[src/core/asirr_pkg.sv]
// Package for the converter status, interrupt and result register block.
// Assumes an APB slave with 32-bit data and word-aligned registers.
package asirr_pkg;
    // ------------------------------------------------------------
    // Register offsets
    // ------------------------------------------------------------
    localparam logic [7:0] OFF_CHAN_STATE   = 8'h18;
    localparam logic [7:0] OFF_STATUS       = 8'h1C;
    localparam logic [7:0] OFF_LATEST       = 8'h20;
    localparam logic [7:0] OFF_IRQ_SET      = 8'h24;
    localparam logic [7:0] OFF_IRQ_CLR      = 8'h28;
    localparam logic [7:0] OFF_IRQ_VIEW     = 8'h2C;
    localparam logic [7:0] OFF_RESULT0      = 8'h30;
    localparam logic [7:0] OFF_RESULT7      = 8'h4C;
    localparam logic [7:0] OFF_CHAN_ENABLE  = 8'h10;
    localparam logic [7:0] OFF_CHAN_DISABLE = 8'h14;
    localparam logic [7:0] OFF_MODE         = 8'h04;
    // Receive counters sit in the reserved window, clear of the mode register
    localparam logic [7:0] OFF_RX_COUNTER   = 8'hF4;
    localparam logic [7:0] OFF_RX_NEXT      = 8'hF8;
    // ------------------------------------------------------------
    // Field positions
    // ------------------------------------------------------------
    localparam int POS_DONE      = 0;
    localparam int POS_OVERRUN   = 8;
    localparam int POS_READY     = 16;
    localparam int POS_GEN_OVR   = 17;
    localparam int POS_RX_END    = 18;
    localparam int POS_RX_FULL   = 19;
    localparam int POS_REDUCED_RES = 4;
    localparam int STATUS_BITS   = 20;
    localparam int RESULT_BITS   = 10;
    localparam int REDUCED_BITS  = 8;
    localparam int COUNT_BITS    = 16;
    // ------------------------------------------------------------
    // Reset values
    // ------------------------------------------------------------
    localparam logic [7:0]  RST_CHAN_STATE = 8'h00;
    localparam logic [19:0] RST_MASK       = 20'h00000;
    localparam logic [9:0]  RST_RESULT     = 10'h000;
    localparam logic [15:0] RST_COUNT      = 16'h0000;

    // Conversion completion reported by the sequencer
    typedef struct packed {
        logic       done;
        logic [2:0] chan;
        logic [9:0] value;
    } asirr_conv_t;
endpackage : asirr_pkg

[src/core/asirr_regs.sv]
// Status, interrupt and result registers of an eight-channel converter.
// Assumes a sequencer on pclk pulsing conv.done per finished conversion,
// and a DMA engine on pclk pulsing dma_take to consume one result.
//
// Implementation choices: the APB register port and the register addresses.
`timescale 1ns/1ps
// Behaviour
// [RQ1] Channel state shows one enable bit per channel
// [RQ2] Done flag reads 1 only if channel enabled
// [RQ3] Channel overrun sticky until status read
// [RQ4] Ready flag set on result, cleared reading latest
// [RQ5] General overrun sticky until status read
// [RQ6] Rx end set at zero, cleared on counter write
// [RQ7] Rx full while both counters are zero
// [RQ8] Latest result loaded on every conversion end
// [RQ9] Channel result loaded only when channel enabled
// [RQ10] Enable-set write sets mask bits written one
// [RQ11] Enable-clear write clears mask bits written one
// [RQ12] Mask view reads current enabled sources
// [RQ13] Mask bits align with status flag positions
// [RQ14] Disable mid-conversion leaves channel data undefined
// [RQ15] Low resolution selects eight significant bits
// [RQ16] Interrupt high while flag and mask both set
// [RQ17] Result read clears done; repeat done overruns
module asirr_regs #(
    parameter int NCHAN = 8
) (
    input  wire logic                 pclk,
    input  wire logic                 presetn,
    input  wire logic                 psel,
    input  wire logic                 penable,
    input  wire logic                 pwrite,
    input  wire logic [7:0]           paddr,
    input  wire logic [31:0]          pwdata,
    output logic      [31:0]          prdata,
    output logic                      pready,
    output logic                      pslverr,
    input  wire asirr_pkg::asirr_conv_t conv,
    input  wire logic                 dma_take,
    output logic      [9:0]           dma_data,
    output logic      [NCHAN-1:0]     chan_active,
    output logic                      reduced_resolution_select,
    output logic                      irq
);
    initial begin
        if (NCHAN != 8) $error("asirr_regs serves exactly eight channels");
    end

    // ------------------------------------------------------------
    // Bus decode
    // ------------------------------------------------------------
    logic wr_en;
    logic rd_en;
    assign wr_en   = psel && penable && pwrite;
    assign rd_en   = psel && penable && !pwrite;
    assign pready  = 1'b1;

    function automatic logic is_result(input logic [7:0] a);
        return (a >= asirr_pkg::OFF_RESULT0) && (a <= asirr_pkg::OFF_RESULT7);
    endfunction : is_result

    function automatic logic known_addr(input logic [7:0] a);
        return is_result(a) || a == asirr_pkg::OFF_CHAN_STATE
            || a == asirr_pkg::OFF_STATUS || a == asirr_pkg::OFF_LATEST
            || a == asirr_pkg::OFF_IRQ_SET || a == asirr_pkg::OFF_IRQ_CLR
            || a == asirr_pkg::OFF_IRQ_VIEW || a == asirr_pkg::OFF_CHAN_ENABLE
            || a == asirr_pkg::OFF_CHAN_DISABLE || a == asirr_pkg::OFF_MODE
            || a == asirr_pkg::OFF_RX_COUNTER || a == asirr_pkg::OFF_RX_NEXT;
    endfunction : known_addr

    assign pslverr = psel && penable && !known_addr(paddr);

    logic [2:0] rd_chan;
    assign rd_chan = 3'((paddr - asirr_pkg::OFF_RESULT0) >> 2);

    logic rd_status;
    logic rd_latest;
    logic rd_result;
    assign rd_status = rd_en && paddr == asirr_pkg::OFF_STATUS;
    assign rd_latest = (rd_en && paddr == asirr_pkg::OFF_LATEST) || dma_take;
    assign rd_result = rd_en && is_result(paddr);

    // ------------------------------------------------------------
    // Channel enables and mode
    // ------------------------------------------------------------
    logic [7:0] chan_active_bit;
    always_ff @(posedge pclk or negedge presetn) begin
        if (!presetn) begin
            chan_active_bit <= asirr_pkg::RST_CHAN_STATE;
        end else if (wr_en && paddr == asirr_pkg::OFF_CHAN_ENABLE) begin
            chan_active_bit <= chan_active_bit | pwdata[7:0];
        end else if (wr_en && paddr == asirr_pkg::OFF_CHAN_DISABLE) begin
            // Disabling mid-conversion leaves that channel's data undefined [RQ14]
            chan_active_bit <= chan_active_bit & ~pwdata[7:0];
        end
    end
    assign chan_active = chan_active_bit; // [RQ1]

    always_ff @(posedge pclk or negedge presetn) begin
        if (!presetn) begin
            reduced_resolution_select <= 1'b0;
        end else if (wr_en && paddr == asirr_pkg::OFF_MODE) begin
            reduced_resolution_select <= pwdata[asirr_pkg::POS_REDUCED_RES];
        end
    end

    // 8-bit mode keeps only the low eight bits significant [RQ15]
    logic [9:0] conv_value;
    assign conv_value = reduced_resolution_select ? {2'b00, conv.value[7:0]} : conv.value;

    logic chan_on;
    assign chan_on = chan_active_bit[conv.chan];

    // ------------------------------------------------------------
    // Results
    // ------------------------------------------------------------
    logic [9:0] latest_value;
    logic [9:0] per_channel_result [8];
    always_ff @(posedge pclk or negedge presetn) begin
        if (!presetn) begin
            latest_value <= asirr_pkg::RST_RESULT;
        end else if (conv.done) begin
            latest_value <= conv_value; // [RQ8]
        end
    end
    assign dma_data = latest_value;

    generate
        for (genvar c = 0; c < 8; c++) begin : g_res
            always_ff @(posedge pclk or negedge presetn) begin
                if (!presetn) begin
                    per_channel_result[c] <= asirr_pkg::RST_RESULT;
                end else if (conv.done && conv.chan == 3'(c) && chan_active_bit[c]) begin
                    per_channel_result[c] <= conv_value; // [RQ9]
                end
            end
        end
    endgenerate

    // ------------------------------------------------------------
    // Status flags
    // ------------------------------------------------------------
    logic [7:0] done_raw;
    logic [7:0] conversion_done_flag;
    logic [7:0] chan_overrun_flag;
    logic       result_ready_flag;
    logic       general_overrun_flag;
    logic       rx_buffer_end_flag;
    logic       rx_buffers_full_flag;
    logic [15:0] rx_counter;
    logic [15:0] rx_next_counter;

    generate
        for (genvar c = 0; c < 8; c++) begin : g_flag
            logic hit;
            assign hit = conv.done && conv.chan == 3'(c) && chan_active_bit[c];
            always_ff @(posedge pclk or negedge presetn) begin
                if (!presetn) begin
                    done_raw[c] <= 1'b0;
                end else if (hit) begin
                    done_raw[c] <= 1'b1; // Set wins over a read in the same cycle
                end else if (rd_result && rd_chan == 3'(c)) begin
                    done_raw[c] <= 1'b0; // [RQ17]
                end
            end
            always_ff @(posedge pclk or negedge presetn) begin
                if (!presetn) begin
                    chan_overrun_flag[c] <= 1'b0;
                end else if (hit && done_raw[c]) begin
                    chan_overrun_flag[c] <= 1'b1; // [RQ3] [RQ17]
                end else if (rd_status) begin
                    chan_overrun_flag[c] <= 1'b0; // [RQ3]
                end
            end
        end
    endgenerate
    assign conversion_done_flag = done_raw & chan_active_bit; // [RQ2]

    always_ff @(posedge pclk or negedge presetn) begin
        if (!presetn) begin
            result_ready_flag <= 1'b0;
        end else if (conv.done) begin
            result_ready_flag <= 1'b1; // [RQ4]
        end else if (rd_latest) begin
            result_ready_flag <= 1'b0; // [RQ4]
        end
    end

    // A fresh result while the previous one is unread is a general overrun
    always_ff @(posedge pclk or negedge presetn) begin
        if (!presetn) begin
            general_overrun_flag <= 1'b0;
        end else if (conv.done && result_ready_flag && !rd_latest) begin
            general_overrun_flag <= 1'b1; // [RQ5]
        end else if (rd_status) begin
            general_overrun_flag <= 1'b0; // [RQ5]
        end
    end

    // ------------------------------------------------------------
    // DMA receive counters
    // ------------------------------------------------------------
    logic cnt_wr;
    logic nxt_wr;
    logic dma_step;
    logic rx_hit_zero;
    assign cnt_wr   = wr_en && paddr == asirr_pkg::OFF_RX_COUNTER;
    assign nxt_wr   = wr_en && paddr == asirr_pkg::OFF_RX_NEXT;
    assign dma_step = dma_take && rx_counter != asirr_pkg::RST_COUNT;
    assign rx_hit_zero = dma_step && rx_counter == 16'h0001
                       && rx_next_counter == asirr_pkg::RST_COUNT;

    // When the current count ends, the next count is loaded in its place
    always_ff @(posedge pclk or negedge presetn) begin
        if (!presetn) begin
            rx_counter      <= asirr_pkg::RST_COUNT;
            rx_next_counter <= asirr_pkg::RST_COUNT;
        end else begin
            if (cnt_wr) begin
                rx_counter <= pwdata[15:0];
            end else if (dma_step && rx_counter == 16'h0001) begin
                rx_counter <= rx_next_counter;
            end else if (dma_step) begin
                rx_counter <= rx_counter - 16'h0001;
            end
            if (nxt_wr) begin
                rx_next_counter <= pwdata[15:0];
            end else if (!cnt_wr && dma_step && rx_counter == 16'h0001) begin
                rx_next_counter <= asirr_pkg::RST_COUNT;
            end
        end
    end

    always_ff @(posedge pclk or negedge presetn) begin
        if (!presetn) begin
            rx_buffer_end_flag <= 1'b1;
        end else if (rx_hit_zero && !cnt_wr) begin
            // Reaching zero wins over a next-counter write in the same cycle
            rx_buffer_end_flag <= 1'b1; // [RQ6]
        end else if (cnt_wr || nxt_wr) begin
            rx_buffer_end_flag <= 1'b0; // [RQ6]
        end
    end
    assign rx_buffers_full_flag = rx_counter == asirr_pkg::RST_COUNT
                                && rx_next_counter == asirr_pkg::RST_COUNT; // [RQ7]

    // ------------------------------------------------------------
    // Interrupt mask
    // ------------------------------------------------------------
    logic [19:0] status_word;
    logic [19:0] irq_mask;
    assign status_word = {rx_buffers_full_flag, rx_buffer_end_flag, general_overrun_flag,
                          result_ready_flag, chan_overrun_flag, conversion_done_flag}; // [RQ13]

    always_ff @(posedge pclk or negedge presetn) begin
        if (!presetn) begin
            irq_mask <= asirr_pkg::RST_MASK;
        end else if (wr_en && paddr == asirr_pkg::OFF_IRQ_SET) begin
            irq_mask <= irq_mask | pwdata[19:0]; // [RQ10]
        end else if (wr_en && paddr == asirr_pkg::OFF_IRQ_CLR) begin
            irq_mask <= irq_mask & ~pwdata[19:0]; // [RQ11]
        end
    end
    assign irq = |(status_word & irq_mask); // [RQ16]

    // ------------------------------------------------------------
    // Read mux
    // ------------------------------------------------------------
    always_comb begin
        prdata = 32'h00000000;
        if (rd_en) begin
            case (paddr)
                asirr_pkg::OFF_CHAN_STATE: prdata = {24'h000000, chan_active_bit};
                asirr_pkg::OFF_STATUS:     prdata = {12'h000, status_word};
                asirr_pkg::OFF_LATEST:     prdata = {22'h000000, latest_value};
                asirr_pkg::OFF_IRQ_VIEW:   prdata = {12'h000, irq_mask}; // [RQ12]
                asirr_pkg::OFF_MODE:       prdata = 32'(reduced_resolution_select)
                                                    << asirr_pkg::POS_REDUCED_RES;
                asirr_pkg::OFF_RX_COUNTER: prdata = {16'h0000, rx_counter};
                asirr_pkg::OFF_RX_NEXT:    prdata = {16'h0000, rx_next_counter};
                default: begin
                    if (is_result(paddr)) begin
                        prdata = {22'h000000, per_channel_result[rd_chan]};
                    end
                end
            endcase
        end
    end

    // ------------------------------------------------------------
    // Checks
    // ------------------------------------------------------------
    chk_done_needs_enable: assert property (@(posedge pclk) disable iff (!presetn) // [RQ2]
        (conversion_done_flag & ~chan_active_bit) == 8'h00)
        else $error("done flag set on disabled channel");
    chk_latest_loads: assert property (@(posedge pclk) disable iff (!presetn) // [RQ8]
        conv.done |=> latest_value == $past(conv_value))
        else $error("latest result not loaded");
    chk_ready_clear: assert property (@(posedge pclk) disable iff (!presetn) // [RQ4]
        (rd_latest && !conv.done) |=> !result_ready_flag)
        else $error("ready flag not cleared by read");
    chk_ovr_status_clear: assert property (@(posedge pclk) disable iff (!presetn) // [RQ3]
        (rd_status && !conv.done) |=> chan_overrun_flag == 8'h00)
        else $error("overrun not cleared by status read");
    chk_gen_ovr_clear: assert property (@(posedge pclk) disable iff (!presetn) // [RQ5]
        (rd_status && !conv.done) |=> !general_overrun_flag)
        else $error("general overrun not cleared");
    chk_rx_end_clear: assert property (@(posedge pclk) disable iff (!presetn) // [RQ6]
        (cnt_wr || (nxt_wr && !rx_hit_zero)) |=> !rx_buffer_end_flag)
        else $error("rx end not cleared by counter write");
    chk_rx_full: assert property (@(posedge pclk) disable iff (!presetn) // [RQ7]
        rx_buffers_full_flag == (rx_counter == 16'h0000 && rx_next_counter == 16'h0000))
        else $error("rx full mismatch");
    chk_mask_set: assert property (@(posedge pclk) disable iff (!presetn) // [RQ10]
        (wr_en && paddr == asirr_pkg::OFF_IRQ_SET) |=> (irq_mask & $past(pwdata[19:0]))
        == $past(pwdata[19:0]))
        else $error("mask set failed");
    chk_mask_clear: assert property (@(posedge pclk) disable iff (!presetn) // [RQ11]
        (wr_en && paddr == asirr_pkg::OFF_IRQ_CLR) |=> (irq_mask & $past(pwdata[19:0]))
        == 20'h00000)
        else $error("mask clear failed");
    chk_irq_level: assert property (@(posedge pclk) disable iff (!presetn) // [RQ16]
        irq == ((status_word & irq_mask) != 20'h00000))
        else $error("irq level wrong");
    chk_repeat_overrun: assert property (@(posedge pclk) disable iff (!presetn) // [RQ17]
        (conv.done && chan_on && done_raw[conv.chan]) |=> chan_overrun_flag[$past(conv.chan)])
        else $error("repeat completion without overrun");
    chk_chan_enable: assert property (@(posedge pclk) disable iff (!presetn) // [RQ1]
        (wr_en && paddr == asirr_pkg::OFF_CHAN_ENABLE)
        |=> (chan_active_bit & $past(pwdata[7:0])) == $past(pwdata[7:0]))
        else $error("channel enable failed");
    chk_chan_disable: assert property (@(posedge pclk) disable iff (!presetn) // [RQ1]
        (wr_en && paddr == asirr_pkg::OFF_CHAN_DISABLE)
        |=> (chan_active_bit & $past(pwdata[7:0])) == 8'h00)
        else $error("channel disable failed");
    chk_result_gated: assert property (@(posedge pclk) disable iff (!presetn) // [RQ9]
        (conv.done && !chan_on)
        |=> per_channel_result[$past(conv.chan)] == $past(per_channel_result[conv.chan]))
        else $error("disabled channel result changed");
    chk_result_loads: assert property (@(posedge pclk) disable iff (!presetn) // [RQ9]
        (conv.done && chan_on) |=> per_channel_result[$past(conv.chan)] == $past(conv_value))
        else $error("channel result not loaded");
    chk_ready_set: assert property (@(posedge pclk) disable iff (!presetn) // [RQ4]
        conv.done |=> result_ready_flag)
        else $error("ready flag not set");
    chk_gen_ovr_set: assert property (@(posedge pclk) disable iff (!presetn) // [RQ5]
        (conv.done && result_ready_flag && !rd_latest) |=> general_overrun_flag)
        else $error("general overrun not set");
    chk_rx_end_set: assert property (@(posedge pclk) disable iff (!presetn) // [RQ6]
        (rx_hit_zero && !cnt_wr) |=> rx_buffer_end_flag)
        else $error("rx end not set at zero");
    chk_reduced_bits: assert property (@(posedge pclk) disable iff (!presetn) // [RQ15]
        reduced_resolution_select |-> conv_value[9:8] == 2'b00)
        else $error("reduced result too wide");
    chk_done_clear: assert property (@(posedge pclk) disable iff (!presetn) // [RQ17]
        (rd_result && !(conv.done && chan_on && conv.chan == rd_chan))
        |=> !done_raw[$past(rd_chan)])
        else $error("result read left done flag");
    chk_rx_count_down: assert property (@(posedge pclk) disable iff (!presetn) // [RQ6]
        (dma_step && rx_counter != 16'h0001 && !cnt_wr)
        |=> rx_counter == $past(rx_counter) - 16'h0001)
        else $error("rx counter did not step");
    chk_irq_masked: assert property (@(posedge pclk) disable iff (!presetn) // [RQ16]
        (irq_mask == 20'h00000) |-> !irq)
        else $error("irq with all sources masked");
    chk_full_clear: assert property (@(posedge pclk) disable iff (!presetn) // [RQ7]
        (cnt_wr && pwdata[15:0] != 16'h0000) |=> !rx_buffers_full_flag)
        else $error("rx full with nonzero count");
    chk_latest_holds: assert property (@(posedge pclk) disable iff (!presetn) // [RQ8]
        !conv.done |=> $stable(latest_value))
        else $error("latest result changed without completion");
    chk_done_set: assert property (@(posedge pclk) disable iff (!presetn) // [RQ2]
        (conv.done && chan_on && !(wr_en && paddr == asirr_pkg::OFF_CHAN_DISABLE))
        |=> conversion_done_flag[$past(conv.chan)])
        else $error("done flag not set");
endmodule : asirr_regs

[config.mk]
export PLATFORM = sky130hd
export DESIGN_NAME = asirr_regs
export DESIGN_NICKNAME = d
export VERILOG_FILES = /design/src/core/asirr_pkg.sv /design/src/core/asirr_regs.sv
export SDC_FILE = /design/constraint.sdc
export NUM_CORES = 1
export LEC_CHECK = 0
export ABC_AREA = 1
export ABC_CLOCK_PERIOD_IN_PS = 1500
export BUFFER_PORTS_ARGS = -buffer_cell sky130_fd_sc_hd__buf_2
export CORE_ASPECT_RATIO = 0.6
export CORE_MARGIN = 2
export CORE_UTILIZATION = 53
export CTS_CLUSTER_DIAMETER = 150
export DETAILED_ROUTE_END_ITERATION = 8
export GPL_ROUTABILITY_DRIVEN = 0
export GPL_TIMING_DRIVEN = 0
export PLACE_DENSITY = 0.77
export RECOVER_POWER = 100
export SYNTH_ARGS = -nofsm -noshare
export SYNTH_HDL_FRONTEND = slang
export SYNTH_SLANG_ARGS = --single-unit
[constraint.sdc]
create_clock -name pclk -period 1.5 [get_ports pclk]
set_input_delay 0.075 -clock pclk [delete_from_list [all_inputs] [get_ports pclk]]
set_output_delay 0.075 -clock pclk [all_outputs]
set_load 0.005 [all_outputs]
==> summary.md <==
| Metric | Value |
|---|---|
| Status | `finished, violations left` |
| Failing checks | `negative setup slack` |
| Layout Area Growth over Synthesis | `31.5%` |
| H-tree Lvls | `4` |
| WHS Endpoint | `dma_data[1]` |
| Clock Pin Slew Worst Setup and Hold Paths | `80 ps` |
| Remaining Overflow, GRT | `0` |
| Crit-path cells | `nand3_1, nand4_1, nor2_2, nand4_1, buf_2` |
| First-pass GRT wire length | `52.3 mm` |
| Final Max Tran Viols | `0` |
| Core Region | `17400 um^2` |
| Die Y-Extent | `108 um` |
| R2R Path Start | `rx_counter[1]` |
| Slowest CP cell | `dfrtp_1` |
| Root buffer cell | `clkbuf_16` |
| Number of global-route vias before repair | `9397` |
| TritonCTS Buffers | `17` |
| Initial antenna violation count | `0` |
| Slew headroom | `34.8%` |
| Area of the multi-input gates | `5060 um^2` |
| Wire per inst | `19.8 um` |
| Die Wd | `177 um` |
| Fill cells | `1373` |
| DRC Markers | `0` |
| Async SR Flop Fraction | `100%` |
| Post-synth EDFFs | `0` |
| Max-cap violations | `0` |
| Total power | `13.8 mW` |
| Starting density of the core | `54.9%` |
| Yosys cell types | `32` |
| Worst Setup Path Type | `reg2out` |
| Pre-antenna DRT Iters | `8` |
| Startpoint types | `flip-flop` |
| Clock tree from TritonCTS | `yes` |
| VDD IR-drop max | `0.000817 V` |
| Final clock skew | `9.40 ps` |
| Total GRT Usage | `36.7%` |
| DRT Wirelength | `35.5 mm` |
| WP data required | `1420 ps` |
| Reg-to-reg endpoint | `rx_counter[14]` |
| Top-area cell type share of the netlist area | `44.4%` |
| Final net count | `1604` |
| Hold Fails Final Rpt | `0` |
| # port buffers | `86` |
| Mapped Area | `9530 um^2` |
| Worst setup margin | `-487 ps` |
| Synth area leader | `dfrtp_1` |
| Antenna viol nets, final | `0` |
| Static Leakage | `6.26 nW` |
| Setup-failing EPs final | `74` |
| Syn Area/Cell | `7.21 um^2` |
| Row count | `37` |
| Die Footprint | `19100 um^2` |
| Final period utilization | `132%` |
| Vias per inst | `5.86` |
| CP max FO | `6` |
| Worst Reg-to-Reg Cells | `13` |
| Critical path's largest stage delay | `550 ps` |
| Final core utilization | `72.1%` |
| CTS Buffer Depth | `2` |
| Worst-Margin Slew | `979 ps` |
| Min-Delay Path Class | `in2reg` |
| CP endpoint kind | `primary output` |
| Min-delay src | `conv[1]` |
| Hold depth | `3` |
| Cells after synthesis | `1322` |
| Synth Warn # | `0` |
| Antenna cell count | `0` |
| Tmin final | `1990 ps` |
| Via count | `10.5k` |
| Max frequency | `503 MHz` |
| Sequential share of the synthesized area | `44.7%` |
| Share of layout cells above drive strength 1 | `28.6%` |
| WP data arrival | `1910 ps` |
| Ys flop type | `dfrtp_1` |
| HPWL after DPL | `24.0 mm` |
| Clock net sink count | `170` |
| Yosys reg bits | `170` |
| Synth area leaders | `dfrtp_1, nand2_1, o21ai_0` |
| Most used cell, CP | `nand4_1` |
| Io pins | `114` |
| Largest net degree at the start of global routing | `104` |
| R2R Setup Slk | `-410 ps` |
| Clk_lat worst skew | `450 ps` |
| RSZ-0062 raised after global routing | `true` |
| P per Cell Area | `1100 nW/um^2` |
| Iter 0 DRT Violations | `1466` |
| Register area | `4260 um^2` |
==> layer usage <==
| metal | share of wire (%) | vias to the layer above | wire length, um | global-route usage [%] |
|---|---|---|---|---|
| met3 | 17 | 66 | 5920 | 16.3 |
| met1 | 43 | 4974 | 15200 | 55.1 |
| li1 | - | 4643 | - | - |
| met5 | 0 | - | 0 | 0 |
| met2 | 39 | 800 | 13900 | 47.4 |
| met4 | 1.4 | 0 | 494 | 8.38 |
==> worst max-delay path, delay by kind of cell (launching register included) <==
family / cells / cell delay (ps)
and+or+nand+nor: 4 / 760
buffers and inverters: 1 / 160
DFF: 1 / 550
==> synthesized netlist by cell type (7+ instances only) <==
master    number
clkbuf_1      25
nand4_1       18
a21oi_2        8
nor2_1       159
o21ai_0      180
nand2_1      404
buf_2          8
a21oi_1       18
nand3_1       90
inv_2          9
nor2_2        14
nand3b_1       9
nand2_2        9
nand2_4        7
buf_4         21
dfrtp_1      169
o21ai_1       26
inv_1        106
buf_6          7
o21ai_2        9
==> logic make-up (layout without fill, tap and decap cells) <==
logic type	count (synthesis)	count (layout)	synth area share (%)
buffers and inverters	181	402	8.67
other	2	13	0.0788
and+or+nand+nor	719	719	32.3
DFF	170	170	44.7
adders and majority gates	3	3	0.394
xor gates and xnor gates	6	6	0.552
AOI/OAI and AO/OA	241	241	13.3
==> layout by cell type, fill, tap and decap left out, types with 13 or more instances in the layout <==
cell and n:
nand2_1 364, o21ai_0 184, dfrtp_1 163, nor2_1 132, inv_1 98, buf_2 85, buf_4 72, nand3_1 56
nand2_2 38, nand3_2 35, buf_6 28, nor2_4 24, nor2_2 22, dlygate4sd3_1 22, o21ai_1 19, nand2_4 18
nand4_1 18, clkbuf_2 18, clkbuf_16 17, a21oi_2 15, clkbuf_1 13, conb_1 13
==> power by group <==
part,total (mW),switching [mW],leakage [nW],internal (mW)
combinational,3.97,2.34,3.65,1.63
sequential,5.16,0.303,2.31,4.85
clock,4.64,2.17,0.299,2.47
==> stage by stage <==
| step | setup WS (ps) | hold WS [ps] | area (um^2) | TNS, ps | std cells |
|---|---|---|---|---|---|
| 5_1_grt | -510 | 64.8 | 12500 | -29020 | 1788 |
| 4_1_cts | -367 | 23.3 | 11900 | -9610 | 1752 |
| 3_3_place_gp | -2330 | 319 | 10300 | -410770 | 1653 |
| 6_report | -487 | 37.1 | 12500 | -15030 | 1788 |
| 3_5_place_dp | -466 | 57.8 | 10300 | -23420 | 1654 |
| 2_1_floorplan | 3.62 | -221 | 9580 | 0 | 1333 |
==> final cells by class <==
| cell class | count | share of cell area [%] |
|---|---|---|
| plain buffers | 63 | 3.63 |
| clock inverters | 13 | 1.20 |
| well taps | 234 | 2.34 |
| multi-input cells | 982 | 40.4 |
| inverters | 118 | 3.68 |
| flip-flops and latches | 170 | 34.0 |
| repair buffers | 189 | 11.1 |
| clock buffers | 19 | 3.62 |
==> worst max-delay path by stage <==
stage                                end  cells after the start  slack, ps
final                                irq                      5       -490
after global routing          prdata[19]                      9       -510
after floorplan            rx_counter[9]                     11          4
after global placement    rx_counter[12]                      1      -2330
after detailed placement   rx_counter[3]                      9       -470
after CTS                     prdata[19]                      9       -370
==> timing repair <==
action,4_1_cts,5_1_grt
hold buffers,22,0
hold endpoints to repair,123,0
gates resized for setup,130,130
pin swaps,58,52
setup endpoints to repair,96,129
gates cloned,2,1
buffers inserted,42,37
Note: power is estimated with default switching activity, not from simulation.
